**config.mk**
```make
export PLATFORM = sky130hd
export DESIGN_NAME = crtc_vert_timing
export DESIGN_NICKNAME = d
export VERILOG_FILES = /design/src/logic/crtc_vert_pkg.sv /design/src/logic/addr_step_if.sv /design/src/logic/crtc_vert_timing.sv /design/src/logic/addr_step.sv
export SDC_FILE = /design/constraint.sdc
export NUM_CORES = 1
export LEC_CHECK = 0
export BUFFER_PORTS_ARGS = -buffer_cell sky130_fd_sc_hd__buf_2
export CORE_MARGIN = 2
export CORE_UTILIZATION = 37
export CTS_BUF_LIST = sky130_fd_sc_hd__clkbuf_4 sky130_fd_sc_hd__clkbuf_8
export CTS_CLUSTER_DIAMETER = 30
export CTS_CLUSTER_SIZE = 24
export DETAILED_ROUTE_END_ITERATION = 8
export SLEW_MARGIN = 20
export SYNTH_ARGS = -nofsm -noshare
export SYNTH_HDL_FRONTEND = slang
export SYNTH_SLANG_ARGS = --single-unit
```
**constraint.sdc**
```tcl
create_clock -name sys_clk -period 2.3 [get_ports sys_clk]
set_input_delay 0.23 -clock sys_clk [delete_from_list [all_inputs] [get_ports sys_clk]]
set_output_delay 0.23 -clock sys_clk [all_outputs]
set_load 0.02 [all_outputs]
```
**src/logic/crtc_vert_pkg.sv**
```systemverilog
package crtc_vert_pkg;

  // Indexed port addresses (mono and colour aliases)
  localparam logic [15:0] IO_INDEX_MONO = 16'h03B4;
  localparam logic [15:0] IO_DATA_MONO = 16'h03B5;
  localparam logic [15:0] IO_INDEX_COLOR = 16'h03D4;
  localparam logic [15:0] IO_DATA_COLOR = 16'h03D5;

  // Register indices
  localparam logic [7:0] IDX_PROTECT_LAST = 8'h07;
  localparam logic [7:0] IDX_OVERFLOW = 8'h07;
  localparam logic [7:0] IDX_MAX_SCAN = 8'h09;
  localparam logic [7:0] IDX_VSYNC_START = 8'h10;
  localparam logic [7:0] IDX_VSYNC_END = 8'h11;
  localparam logic [7:0] IDX_VDISP_END = 8'h12;
  localparam logic [7:0] IDX_ROW_OFFSET = 8'h13;
  localparam logic [7:0] IDX_UNDERLINE = 8'h14;
  localparam logic [7:0] IDX_VBLANK_START = 8'h15;
  localparam logic [7:0] IDX_VBLANK_END = 8'h16;
  localparam logic [7:0] IDX_MODE_CTRL = 8'h17;

  // Field positions: vsync_end_and_protect
  localparam int VSE_PROTECT_BIT = 7;
  localparam int VSE_VINT_EN_BIT = 5;
  localparam int VSE_VINT_CLR_BIT = 4;
  localparam int VSE_END_MSB = 3;
  // Field positions: underline_and_addr_mode
  localparam int UL_DWORD_BIT = 6;
  localparam int UL_QUAD_BIT = 5;
  localparam int UL_LOC_MSB = 4;
  // Field positions: timing_overflow_reg
  localparam int OVF_VSYNC_B9 = 7;
  localparam int OVF_VDISP_B9 = 6;
  localparam int OVF_LINE_CMP_B8 = 4;
  localparam int OVF_VBLANK_B8 = 3;
  localparam int OVF_VSYNC_B8 = 2;
  localparam int OVF_VDISP_B8 = 1;
  // Field positions: max_scan_line_reg, crt_mode_control_reg
  localparam int MSL_VBLANK_B9 = 5;
  localparam int MC_RUN_BIT = 7;
  localparam int MC_BYTE_BIT = 6;
  localparam int MC_DOUBLE_BIT = 3;

  // Writable-bit masks; reserved bits read zero
  localparam logic [7:0] VSE_WMASK = 8'hBF;
  localparam logic [7:0] UL_WMASK = 8'h7F;
  localparam logic [7:0] MC_WMASK = 8'hEF;
  localparam logic [7:0] OVF_UNPROT_MASK = 8'h10;

  // Reset values (undefined in hardware, zero here)
  localparam logic [7:0] REG_RESET = 8'h00;

  // Last count of the character-tick divider for each increment interval
  localparam logic [1:0] STEP_LAST_SINGLE = 2'h0;
  localparam logic [1:0] STEP_LAST_DOUBLE = 2'h1;
  localparam logic [1:0] STEP_LAST_QUAD = 2'h3;

  typedef enum logic [1:0] {MODE_WORD, MODE_BYTE, MODE_DWORD} addr_mode_t;

  function automatic logic [9:0] join10(input logic b9, input logic b8, input logic [7:0] low);
    join10 = {b9, b8, low};
  endfunction : join10

endpackage : crtc_vert_pkg

```
**src/logic/addr_step_if.sv**
```systemverilog
`timescale 1ns/1ps
interface addr_step_if;
  import crtc_vert_pkg::*;
  logic dword_sel;
  logic byte_sel;
  logic quad_char_increment;
  logic double_char_increment;
  logic char_tick;
  logic inc_pulse;
  addr_mode_t mode;
  modport ctrl (output dword_sel, output byte_sel, output quad_char_increment,
                output double_char_increment, output char_tick, input inc_pulse, input mode);
  modport step (input dword_sel, input byte_sel, input quad_char_increment,
                input double_char_increment, input char_tick, output inc_pulse, output mode);
endinterface : addr_step_if

```
**src/logic/crtc_vert_timing.sv**
```systemverilog
// Function
// - Protect bit set blocks writes to controller registers 00 to 07.
// - Overflow bit 4 (line compare) stays writable despite protection.
// - Vertical interrupt enable bit is stored and read back, no effect.
// - No vertical interrupt output; interrupt clear bit is storage only.
// - Sync end field holds low 4 bits of sync start plus length.
// - Display end is 10 bits; overflow bits 6 and 1 on top.
// - Display end names last active line; active lines start at zero.
// - Row offset counts words or doublewords per sequencer clocking setting.
// - Doubleword bit and byte/word bit select word, byte or doubleword addressing.
// - Quad_char_increment with double_char_increment set increment interval of 1, 2 or 4.
// - Underline drawn in text mode on character row given by field.
// - Blank start is 10 bits; max-scan bit 5 then overflow bit 3.
// - Blank end holds low 8 bits of blank start plus length.
// - Sync start is 10 bits; overflow bits 7 and 2 on top.
`timescale 1ns/1ps
module crtc_vert_timing (
  // Clock and reset
  input wire logic sys_clk,
  input wire logic sys_rst,
  // Indexed I/O port
  input wire logic [15:0] io_addr,
  input wire logic io_wr,
  input wire logic io_rd,
  input wire logic [7:0] io_wdata,
  input wire logic io_color_sel,
  output logic [7:0] io_rdata,
  output logic io_rd_hit,
  // Controller context
  input wire logic [9:0] scan_line,
  input wire logic line_start,
  input wire logic [4:0] row_scan,
  input wire logic char_tick,
  input wire logic text_mode,
  input wire logic seq_dword_offset,
  // Timing and addressing outputs
  output logic vsync_out,
  output logic vblank_out,
  output logic vdisp_active,
  output logic underline_hit,
  output logic addr_inc,
  output crtc_vert_pkg::addr_mode_t addr_mode,
  output logic [9:0] row_stride_bytes,
  output logic [9:0] vdisp_end_line,
  output logic [9:0] vsync_start_line,
  output logic [9:0] vblank_start_line
);
  import crtc_vert_pkg::*;

  // Register storage
  logic [7:0] index_q;
  logic [7:0] overflow_q;
  logic [7:0] max_scan_q;
  logic [7:0] vsync_start_q;
  logic [7:0] vsync_end_q;
  logic [7:0] vdisp_end_q;
  logic [7:0] row_offset_q;
  logic [7:0] underline_q;
  logic [7:0] vblank_start_q;
  logic [7:0] vblank_end_q;
  logic [7:0] mode_ctrl_q;
  logic [7:0] rdata_q;
  logic [7:0] rdata_d;
  logic rd_hit_q;
  logic rd_hit_d;

  // Timing state
  logic vsync_q;
  logic vsync_d;
  logic vblank_q;
  logic vblank_d;
  logic vdisp_q;
  logic vdisp_d;
  logic underline_hit_q;
  logic underline_d;
  logic [9:0] stride_q;
  logic [9:0] stride_d;

  // Port decode
  wire index_port;
  wire data_port;
  wire data_wr;
  wire data_rd;
  wire protect_on;
  wire prot_block;

  // Mono and colour aliases of one port; the select picks which one answers
  function automatic logic port_hit(input logic [15:0] addr, input logic color, input logic [15:0] mono_port,
                                    input logic [15:0] color_port);
    port_hit = color ? (addr == color_port) : (addr == mono_port);
  endfunction : port_hit

  assign index_port = port_hit(io_addr, io_color_sel, IO_INDEX_MONO, IO_INDEX_COLOR);
  assign data_port = port_hit(io_addr, io_color_sel, IO_DATA_MONO, IO_DATA_COLOR);
  assign data_wr = io_wr && data_port;
  assign data_rd = io_rd && data_port;
  assign protect_on = vsync_end_q[VSE_PROTECT_BIT];
  // Of the protected range only the overflow register lives in this block
  assign prot_block = protect_on && (index_q <= IDX_PROTECT_LAST);

  function automatic logic [7:0] merge(input logic [7:0] old, input logic [7:0] wr, input logic [7:0] mask);
    merge = (old & ~mask) | (wr & mask);
  endfunction : merge

  // Per-register write strobes
  wire wr_overflow;
  wire wr_max_scan;
  wire wr_vsync_start;
  wire wr_vsync_end;
  wire wr_vdisp_end;
  wire wr_row_offset;
  wire wr_underline;
  wire wr_vblank_start;
  wire wr_vblank_end;
  wire wr_mode_ctrl;
  wire [7:0] overflow_mask;

  assign wr_overflow = data_wr && (index_q == IDX_OVERFLOW);
  assign wr_max_scan = data_wr && (index_q == IDX_MAX_SCAN);
  assign wr_vsync_start = data_wr && (index_q == IDX_VSYNC_START);
  assign wr_vsync_end = data_wr && (index_q == IDX_VSYNC_END);
  assign wr_vdisp_end = data_wr && (index_q == IDX_VDISP_END);
  assign wr_row_offset = data_wr && (index_q == IDX_ROW_OFFSET);
  assign wr_underline = data_wr && (index_q == IDX_UNDERLINE);
  assign wr_vblank_start = data_wr && (index_q == IDX_VBLANK_START);
  assign wr_vblank_end = data_wr && (index_q == IDX_VBLANK_END);
  assign wr_mode_ctrl = data_wr && (index_q == IDX_MODE_CTRL);
  // Protection leaves only the line-compare bit open
  assign overflow_mask = prot_block ? OVF_UNPROT_MASK : 8'hFF;

  // Read-back multiplexer
  always_comb
  begin
    rd_hit_d = 1'b1;
    rdata_d = 8'h00;
    if (io_rd && index_port)
    begin
      rdata_d = index_q;
    end
    else if (data_rd)
    begin
      case (index_q)
        IDX_OVERFLOW: rdata_d = overflow_q;
        IDX_MAX_SCAN: rdata_d = max_scan_q;
        IDX_VSYNC_START: rdata_d = vsync_start_q;
        IDX_VSYNC_END: rdata_d = vsync_end_q & VSE_WMASK;
        IDX_VDISP_END: rdata_d = vdisp_end_q;
        IDX_ROW_OFFSET: rdata_d = row_offset_q;
        IDX_UNDERLINE: rdata_d = underline_q & UL_WMASK;
        IDX_VBLANK_START: rdata_d = vblank_start_q;
        IDX_VBLANK_END: rdata_d = vblank_end_q;
        IDX_MODE_CTRL: rdata_d = mode_ctrl_q & MC_WMASK;
        default: rd_hit_d = 1'b0;
      endcase
    end
    else
    begin
      rd_hit_d = 1'b0;
    end
  end

  assign io_rdata = rdata_q;
  assign io_rd_hit = rd_hit_q;

  // Index and read-back registers
  always_ff @(posedge sys_clk)
  begin
    if (sys_rst)
    begin
      index_q <= REG_RESET;
      rdata_q <= REG_RESET;
      rd_hit_q <= 1'b0;
    end
    else
    begin
      if (io_wr && index_port)
      begin
        index_q <= io_wdata;
      end
      rdata_q <= rdata_d;
      rd_hit_q <= rd_hit_d;
    end
  end

  // Context registers shared with the rest of the controller
  always_ff @(posedge sys_clk)
  begin
    if (sys_rst)
    begin
      overflow_q <= REG_RESET;
      max_scan_q <= REG_RESET;
      vsync_start_q <= REG_RESET;
      mode_ctrl_q <= REG_RESET;
    end
    else
    begin
      if (wr_overflow)
      begin
        overflow_q <= merge(overflow_q, io_wdata, overflow_mask);
      end
      if (wr_max_scan)
      begin
        max_scan_q <= io_wdata;
      end
      if (wr_vsync_start)
      begin
        vsync_start_q <= io_wdata;
      end
      if (wr_mode_ctrl)
      begin
        mode_ctrl_q <= io_wdata & MC_WMASK;
      end
    end
  end

  // Vertical timing registers
  always_ff @(posedge sys_clk)
  begin
    if (sys_rst)
    begin
      vsync_end_q <= REG_RESET;
      vdisp_end_q <= REG_RESET;
      row_offset_q <= REG_RESET;
      underline_q <= REG_RESET;
      vblank_start_q <= REG_RESET;
      vblank_end_q <= REG_RESET;
    end
    else
    begin
      if (wr_vsync_end)
      begin
        // Interrupt enable and clear bits are kept but drive nothing
        vsync_end_q <= io_wdata & VSE_WMASK;
      end
      if (wr_vdisp_end)
      begin
        vdisp_end_q <= io_wdata;
      end
      if (wr_row_offset)
      begin
        row_offset_q <= io_wdata;
      end
      if (wr_underline)
      begin
        underline_q <= io_wdata & UL_WMASK;
      end
      if (wr_vblank_start)
      begin
        vblank_start_q <= io_wdata;
      end
      if (wr_vblank_end)
      begin
        vblank_end_q <= io_wdata;
      end
    end
  end

  // Ten-bit line values
  wire [9:0] vdisp_end10;
  wire [9:0] vsync_start10;
  wire [9:0] vblank_start10;
  wire [3:0] vsync_end4;
  wire timing_run;

  assign vdisp_end10 = join10(overflow_q[OVF_VDISP_B9], overflow_q[OVF_VDISP_B8], vdisp_end_q);
  assign vsync_start10 = join10(overflow_q[OVF_VSYNC_B9], overflow_q[OVF_VSYNC_B8], vsync_start_q);
  assign vblank_start10 = join10(max_scan_q[MSL_VBLANK_B9], overflow_q[OVF_VBLANK_B8], vblank_start_q);
  assign vsync_end4 = vsync_end_q[VSE_END_MSB:0];
  assign timing_run = mode_ctrl_q[MC_RUN_BIT];
  assign vdisp_end_line = vdisp_end10;
  assign vsync_start_line = vsync_start10;
  assign vblank_start_line = vblank_start10;

  // Line event decode
  wire sync_begin;
  wire sync_finish;
  wire blank_begin;
  wire blank_finish;

  assign sync_begin = line_start && (scan_line == vsync_start10);
  assign sync_finish = line_start && (scan_line[3:0] == vsync_end4);
  assign blank_begin = line_start && (scan_line == vblank_start10);
  assign blank_finish = line_start && (scan_line[7:0] == vblank_end_q);

  // Controller reset bit low holds sync inactive; blanking keeps running
  // Start wins when both land on the same line
  assign vsync_d = !timing_run ? 1'b0 : (sync_begin ? 1'b1 : (sync_finish ? 1'b0 : vsync_q));
  assign vblank_d = blank_begin ? 1'b1 : (blank_finish ? 1'b0 : vblank_q);
  // Active from line zero through the programmed last line
  assign vdisp_d = line_start ? (scan_line <= vdisp_end10) : vdisp_q;
  assign underline_d = text_mode && (row_scan == underline_q[UL_LOC_MSB:0]);

  // Stride in bytes: words shift by one, doublewords by two
  assign stride_d = seq_dword_offset ? {row_offset_q, 2'b00} : {1'b0, row_offset_q, 1'b0};

  always_ff @(posedge sys_clk)
  begin
    if (sys_rst)
    begin
      vsync_q <= 1'b0;
      vblank_q <= 1'b0;
      vdisp_q <= 1'b0;
      underline_hit_q <= 1'b0;
      stride_q <= 10'h000;
    end
    else
    begin
      vsync_q <= vsync_d;
      vblank_q <= vblank_d;
      vdisp_q <= vdisp_d;
      underline_hit_q <= underline_d;
      stride_q <= stride_d;
    end
  end

  assign vsync_out = vsync_q;
  assign vblank_out = vblank_q;
  assign vdisp_active = vdisp_q;
  assign underline_hit = underline_hit_q;
  assign row_stride_bytes = stride_q;

  // Address mode and increment pacing
  addr_step_if step_bus ();

  assign step_bus.dword_sel = underline_q[UL_DWORD_BIT];
  assign step_bus.byte_sel = mode_ctrl_q[MC_BYTE_BIT];
  assign step_bus.quad_char_increment = underline_q[UL_QUAD_BIT];
  assign step_bus.double_char_increment = mode_ctrl_q[MC_DOUBLE_BIT];
  assign step_bus.char_tick = char_tick;
  assign addr_inc = step_bus.inc_pulse;
  assign addr_mode = step_bus.mode;

  addr_step u_addr_step (
    .sys_clk(sys_clk),
    .sys_rst(sys_rst),
    .ctl(step_bus.step)
  );

endmodule : crtc_vert_timing

```
**src/logic/addr_step.sv**
```systemverilog
`timescale 1ns/1ps
module addr_step (
  // Clock and reset
  input wire logic sys_clk,
  input wire logic sys_rst,
  // Control from register block
  addr_step_if.step ctl
);
  import crtc_vert_pkg::*;

  logic [1:0] tick_cnt_q;
  logic [1:0] tick_cnt_d;
  logic [1:0] last_tick;
  logic at_last;

  // 00 every clock, 01 every 2, 10 every 4, 11 every 2
  assign last_tick = (ctl.quad_char_increment && !ctl.double_char_increment) ? STEP_LAST_QUAD :
                     (ctl.quad_char_increment || ctl.double_char_increment) ? STEP_LAST_DOUBLE :
                     STEP_LAST_SINGLE;
  assign at_last = (tick_cnt_q >= last_tick);
  assign tick_cnt_d = !ctl.char_tick ? tick_cnt_q : (at_last ? 2'h0 : tick_cnt_q + 2'h1);
  assign ctl.inc_pulse = ctl.char_tick && at_last;

  // Doubleword bit wins over the byte/word bit
  assign ctl.mode = ctl.dword_sel ? MODE_DWORD : (ctl.byte_sel ? MODE_BYTE : MODE_WORD);

  always_ff @(posedge sys_clk)
  begin
    if (sys_rst)
    begin
      tick_cnt_q <= 2'h0;
    end
    else
    begin
      tick_cnt_q <= tick_cnt_d;
    end
  end

endmodule : addr_step

```
==> run_results.csv <==
group,metric,value,unit
detailed_routing,wl_per_cell,19.5,um
final_layout,final_common_cell,"dfxtp_1",
setup_path,regToRegStartpoint,"index_q[4]",
floorplanning,fp-row-count,45,
timing,min_period,2080,ps
setup_path,critPathBufInv,1,
final_layout,final_cells,862,
global_route,gr-total-overflow,0,
timing,fin_worst_skew,16.9,ps
synthesis,async_flop_share,0,
clock_tree,htreeDepth,3,
floorplanning,die_x,128,um
synthesis,syn_inst,589,
timing,relSlewSlack,0.661,
final_layout,final_net_count,729,
setup_path,critPathKind,"register to output port",
setup_path,r2r_end,"vsync_start_q[0]",
timing,fmax,480,MHz
place,dpl.hpwl,12400,um
setup_path,worstSetupStartpoint,"underline_q[5]",
synthesis,synthDistinctLibCells,57,
pwr,ir_drop,0.343,mV
synthesis,ys.warnings.count,0,
place,numPortBuffers,102,
final_layout,syn2layout_area_growth,15.7,%
floorplanning,die_h,128,um
timing,finalSetupViolCount,0,
synthesis,postSynthAreaPerCell,9.59,um^2
setup_path,critPathMaxFanout,4,
global_route,grt_max_degree,53,
timing,worst_slew_pin_slew,507,ps
setup_path,worst_setup_path_end_kind,"output port",
clock_tree,worstSkewPairLatency,390,ps
final_layout,final_cell_mix,"109 x dfxtp_1, 108 x mux2i_1, 102 x buf_2, 100 x nor2_1, 27 x xnor2_1",
floorplanning,io_pins,104,
floorplanning,dieArea,16300,um^2
clock_tree,cts_resized,0,
place,gp_congestion,0.916,
worst_hold_path,hold_path.class,"input pin to register",
floorplanning,start_util,0.376,
timing,fin_crit_sh,0.906,
clock_tree,clockRootBuffer,"clkbuf_8",
synthesis,synth-main-ff-cell,"dfxtp_1",
global_route,grt_usage,0.211,
setup_path,cp.required,2070,ps
detailed_routing,first_iter_violations,313,
synthesis,netlist_area,5650,um^2
clock_tree,cts_buffers,9,
clock_tree,clockBufferDepth,2,
global_route,grt_pass1_wl,26100,um
run_status,status,"complete, no violations",
synthesis,synth_edf_count,0,
detailed_routing,vias_per_cell,5.38,
timing,hold_viol_final,0,
final_layout,diodes,0,
global_route,antenna_found_initial,0,
timing,slew_viol_final,0,
timing,hold_ws,71.6,ps
synthesis,synth_fp_nets,649,
setup_path,critical-path-top-delay-family,"simple AND/OR/NAND/NOR gates",
synthesis,yosysSeqAreaShare,0.386,
worst_hold_path,min_path_cells,2,
clock_tree,cts_tree,"built",
run,max_cap_viol_count,0,
pwr,p_per_area,516,nW/um^2
setup_path,critical_path.endpoint,"addr_inc",
final_layout,regArea,2180,um^2
timing,rsz0062_at_grt,"false",
final_layout,final_util,0.435,
setup_path,path_depth,6,
setup_path,startpoint_type,"register",
clock_tree,holdBufCountCts,0,
setup_path,worstPathCellList,"or2_2 -> ha_1 -> nand2b_1 -> a21oi_1 -> nor2b_1 -> buf_2",
synthesis,ys_seq_elements,109,
clock_tree,post-cts-setup-buffers,0,
timing,fin_setup_tns,0,ps
setup_path,ff2ff_setup_slack,240,ps
clock_tree,cts.clk_slew.worst_paths,110,ps
clock_tree,tritoncts_num_sinks,109,
detailed_routing,routed_wl,16800,um
detailed_routing,drtAntennaViolNets,0,
final_layout,multi_input_area,3200,um^2
pwr,cellLeakagePower,3.14,nW
final_layout,fillCellCount,1480,
floorplanning,coreArea,15000,um^2
final_layout,layout-drive-gt1-share,0.236,
detailed_routing,drc,0,
place,dp.cells,846,
setup_path,slowest_delay,370,ps
global_route,grt_pass1_vias,4558,
setup_path,rr_worst_depth,6,
detailed_routing,vias,4636,
setup_path,critPathSlowestCell,"dfxtp_1",
detailed_routing,firstDrtPassIters,5,
setup_path,critPathArrivalTime,1850,ps
## flip-flops by register name, summed over array words and instances, names as in the netlist, 2 cells and up, named ones only
name                    count
vsync_start_q               8
vdisp_end_q                 8
vblank_start_q              8
mode_ctrl_q                 7
vblank_end_q                8
io_rdata                    8
vsync_end_q                 7
row_stride_bytes            9
row_offset_q                8
underline_q                 7
u_addr_step.tick_cnt_q      2
index_q                     8
max_scan_q                  8
## cells in the mapped netlist, types with 2 or more instances
cell | number | area [um^2]
a21oi_1 | 6 | 30.0
a22oi_1 | 8 | 60.1
and2_1 | 3 | 18.8
and3_1 | 3 | 18.8
buf_1 | 3 | 11.3
buf_4 | 8 | 60.1
clkbuf_1 | 35 | 131
dfxtp_1 | 109 | 2180
ha_1 | 12 | 150
inv_1 | 14 | 52.6
mux2_2 | 4 | 45.0
mux2i_1 | 108 | 1080
mux4_2 | 5 | 113
nand2_1 | 6 | 22.5
nand2b_1 | 17 | 106
nand3_1 | 8 | 40.0
nand4_1 | 12 | 75.1
nand4_2 | 9 | 113
nand4b_1 | 3 | 26.3
nor2_1 | 100 | 375
nor2b_1 | 9 | 56.3
nor3_1 | 9 | 45.0
nor3_4 | 2 | 32.5
nor3b_1 | 4 | 30.0
o21ai_0 | 7 | 35.0
o22a_1 | 3 | 26.3
o2bb2ai_1 | 9 | 78.8
o32ai_1 | 3 | 26.3
o41ai_1 | 4 | 35.0
or3_1 | 2 | 12.5
xnor2_1 | 27 | 236
xor2_1 | 12 | 105
## through the flow
| stage | total power, mW | cell area [um^2] | worst slack (ps) |
|---|---|---|---|
| after detailed placement | 2.17 | 6320 | 14.4 |
| after floorplan | 2.06 | 5650 | 301 |
| after global routing | 3.48 | 6540 | 64.0 |
| after global placement | 2.16 | 6320 | 92.7 |
| final | 3.37 | 6540 | 215 |
| after CTS | 3.40 | 6530 | 153 |
## worst min path at each step
stage,from,end,slack (ps)
after global routing,io_addr[0],io_rd_hit,90
after global placement,register,register,460
after CTS,io_addr[0],io_rd_hit,50
after floorplan,io_addr[0],io_rd_hit,320
final,io_addr[0],io_rd_hit,70
after detailed placement,register,register,470
## cell type report
cell class | count | area share
repair buffers | 116 | 0.0999
flip-flops and latches | 109 | 0.334
well taps | 188 | 0.0360
multi-input cells | 419 | 0.490
clock buffers | 12 | 0.0253
clock inverters | 4 | 0.00689
inverters | 14 | 0.00804
## cells by family after synthesis
family,synth area share
compound gates,0.0702
mux,0.219
simple gates,0.189
fa+ha+maj,0.0266
flops,0.386
xor+xnor,0.0605
other cells,0.000664
buf+inv,0.0472
## where the power goes
group	leakage [nW]	internal [mW]	total [mW]	switching (mW)
Clock	0.112	0.588	1.25	0.660
Combinational	2.15	0.0869	0.233	0.146
Sequential	0.878	1.89	1.89	0.00190
## metal layers
metal / GRT usage / share of wire / wire length, um
met2: 0.355 / 0.47 / 7920
met5: 0 / 0 / 0
met1: 0.270 / 0.45 / 7640
met4: 0.0724 / 0.018 / 308
met3: 0.0415 / 0.057 / 953
(Power assumes the default switching activity.)
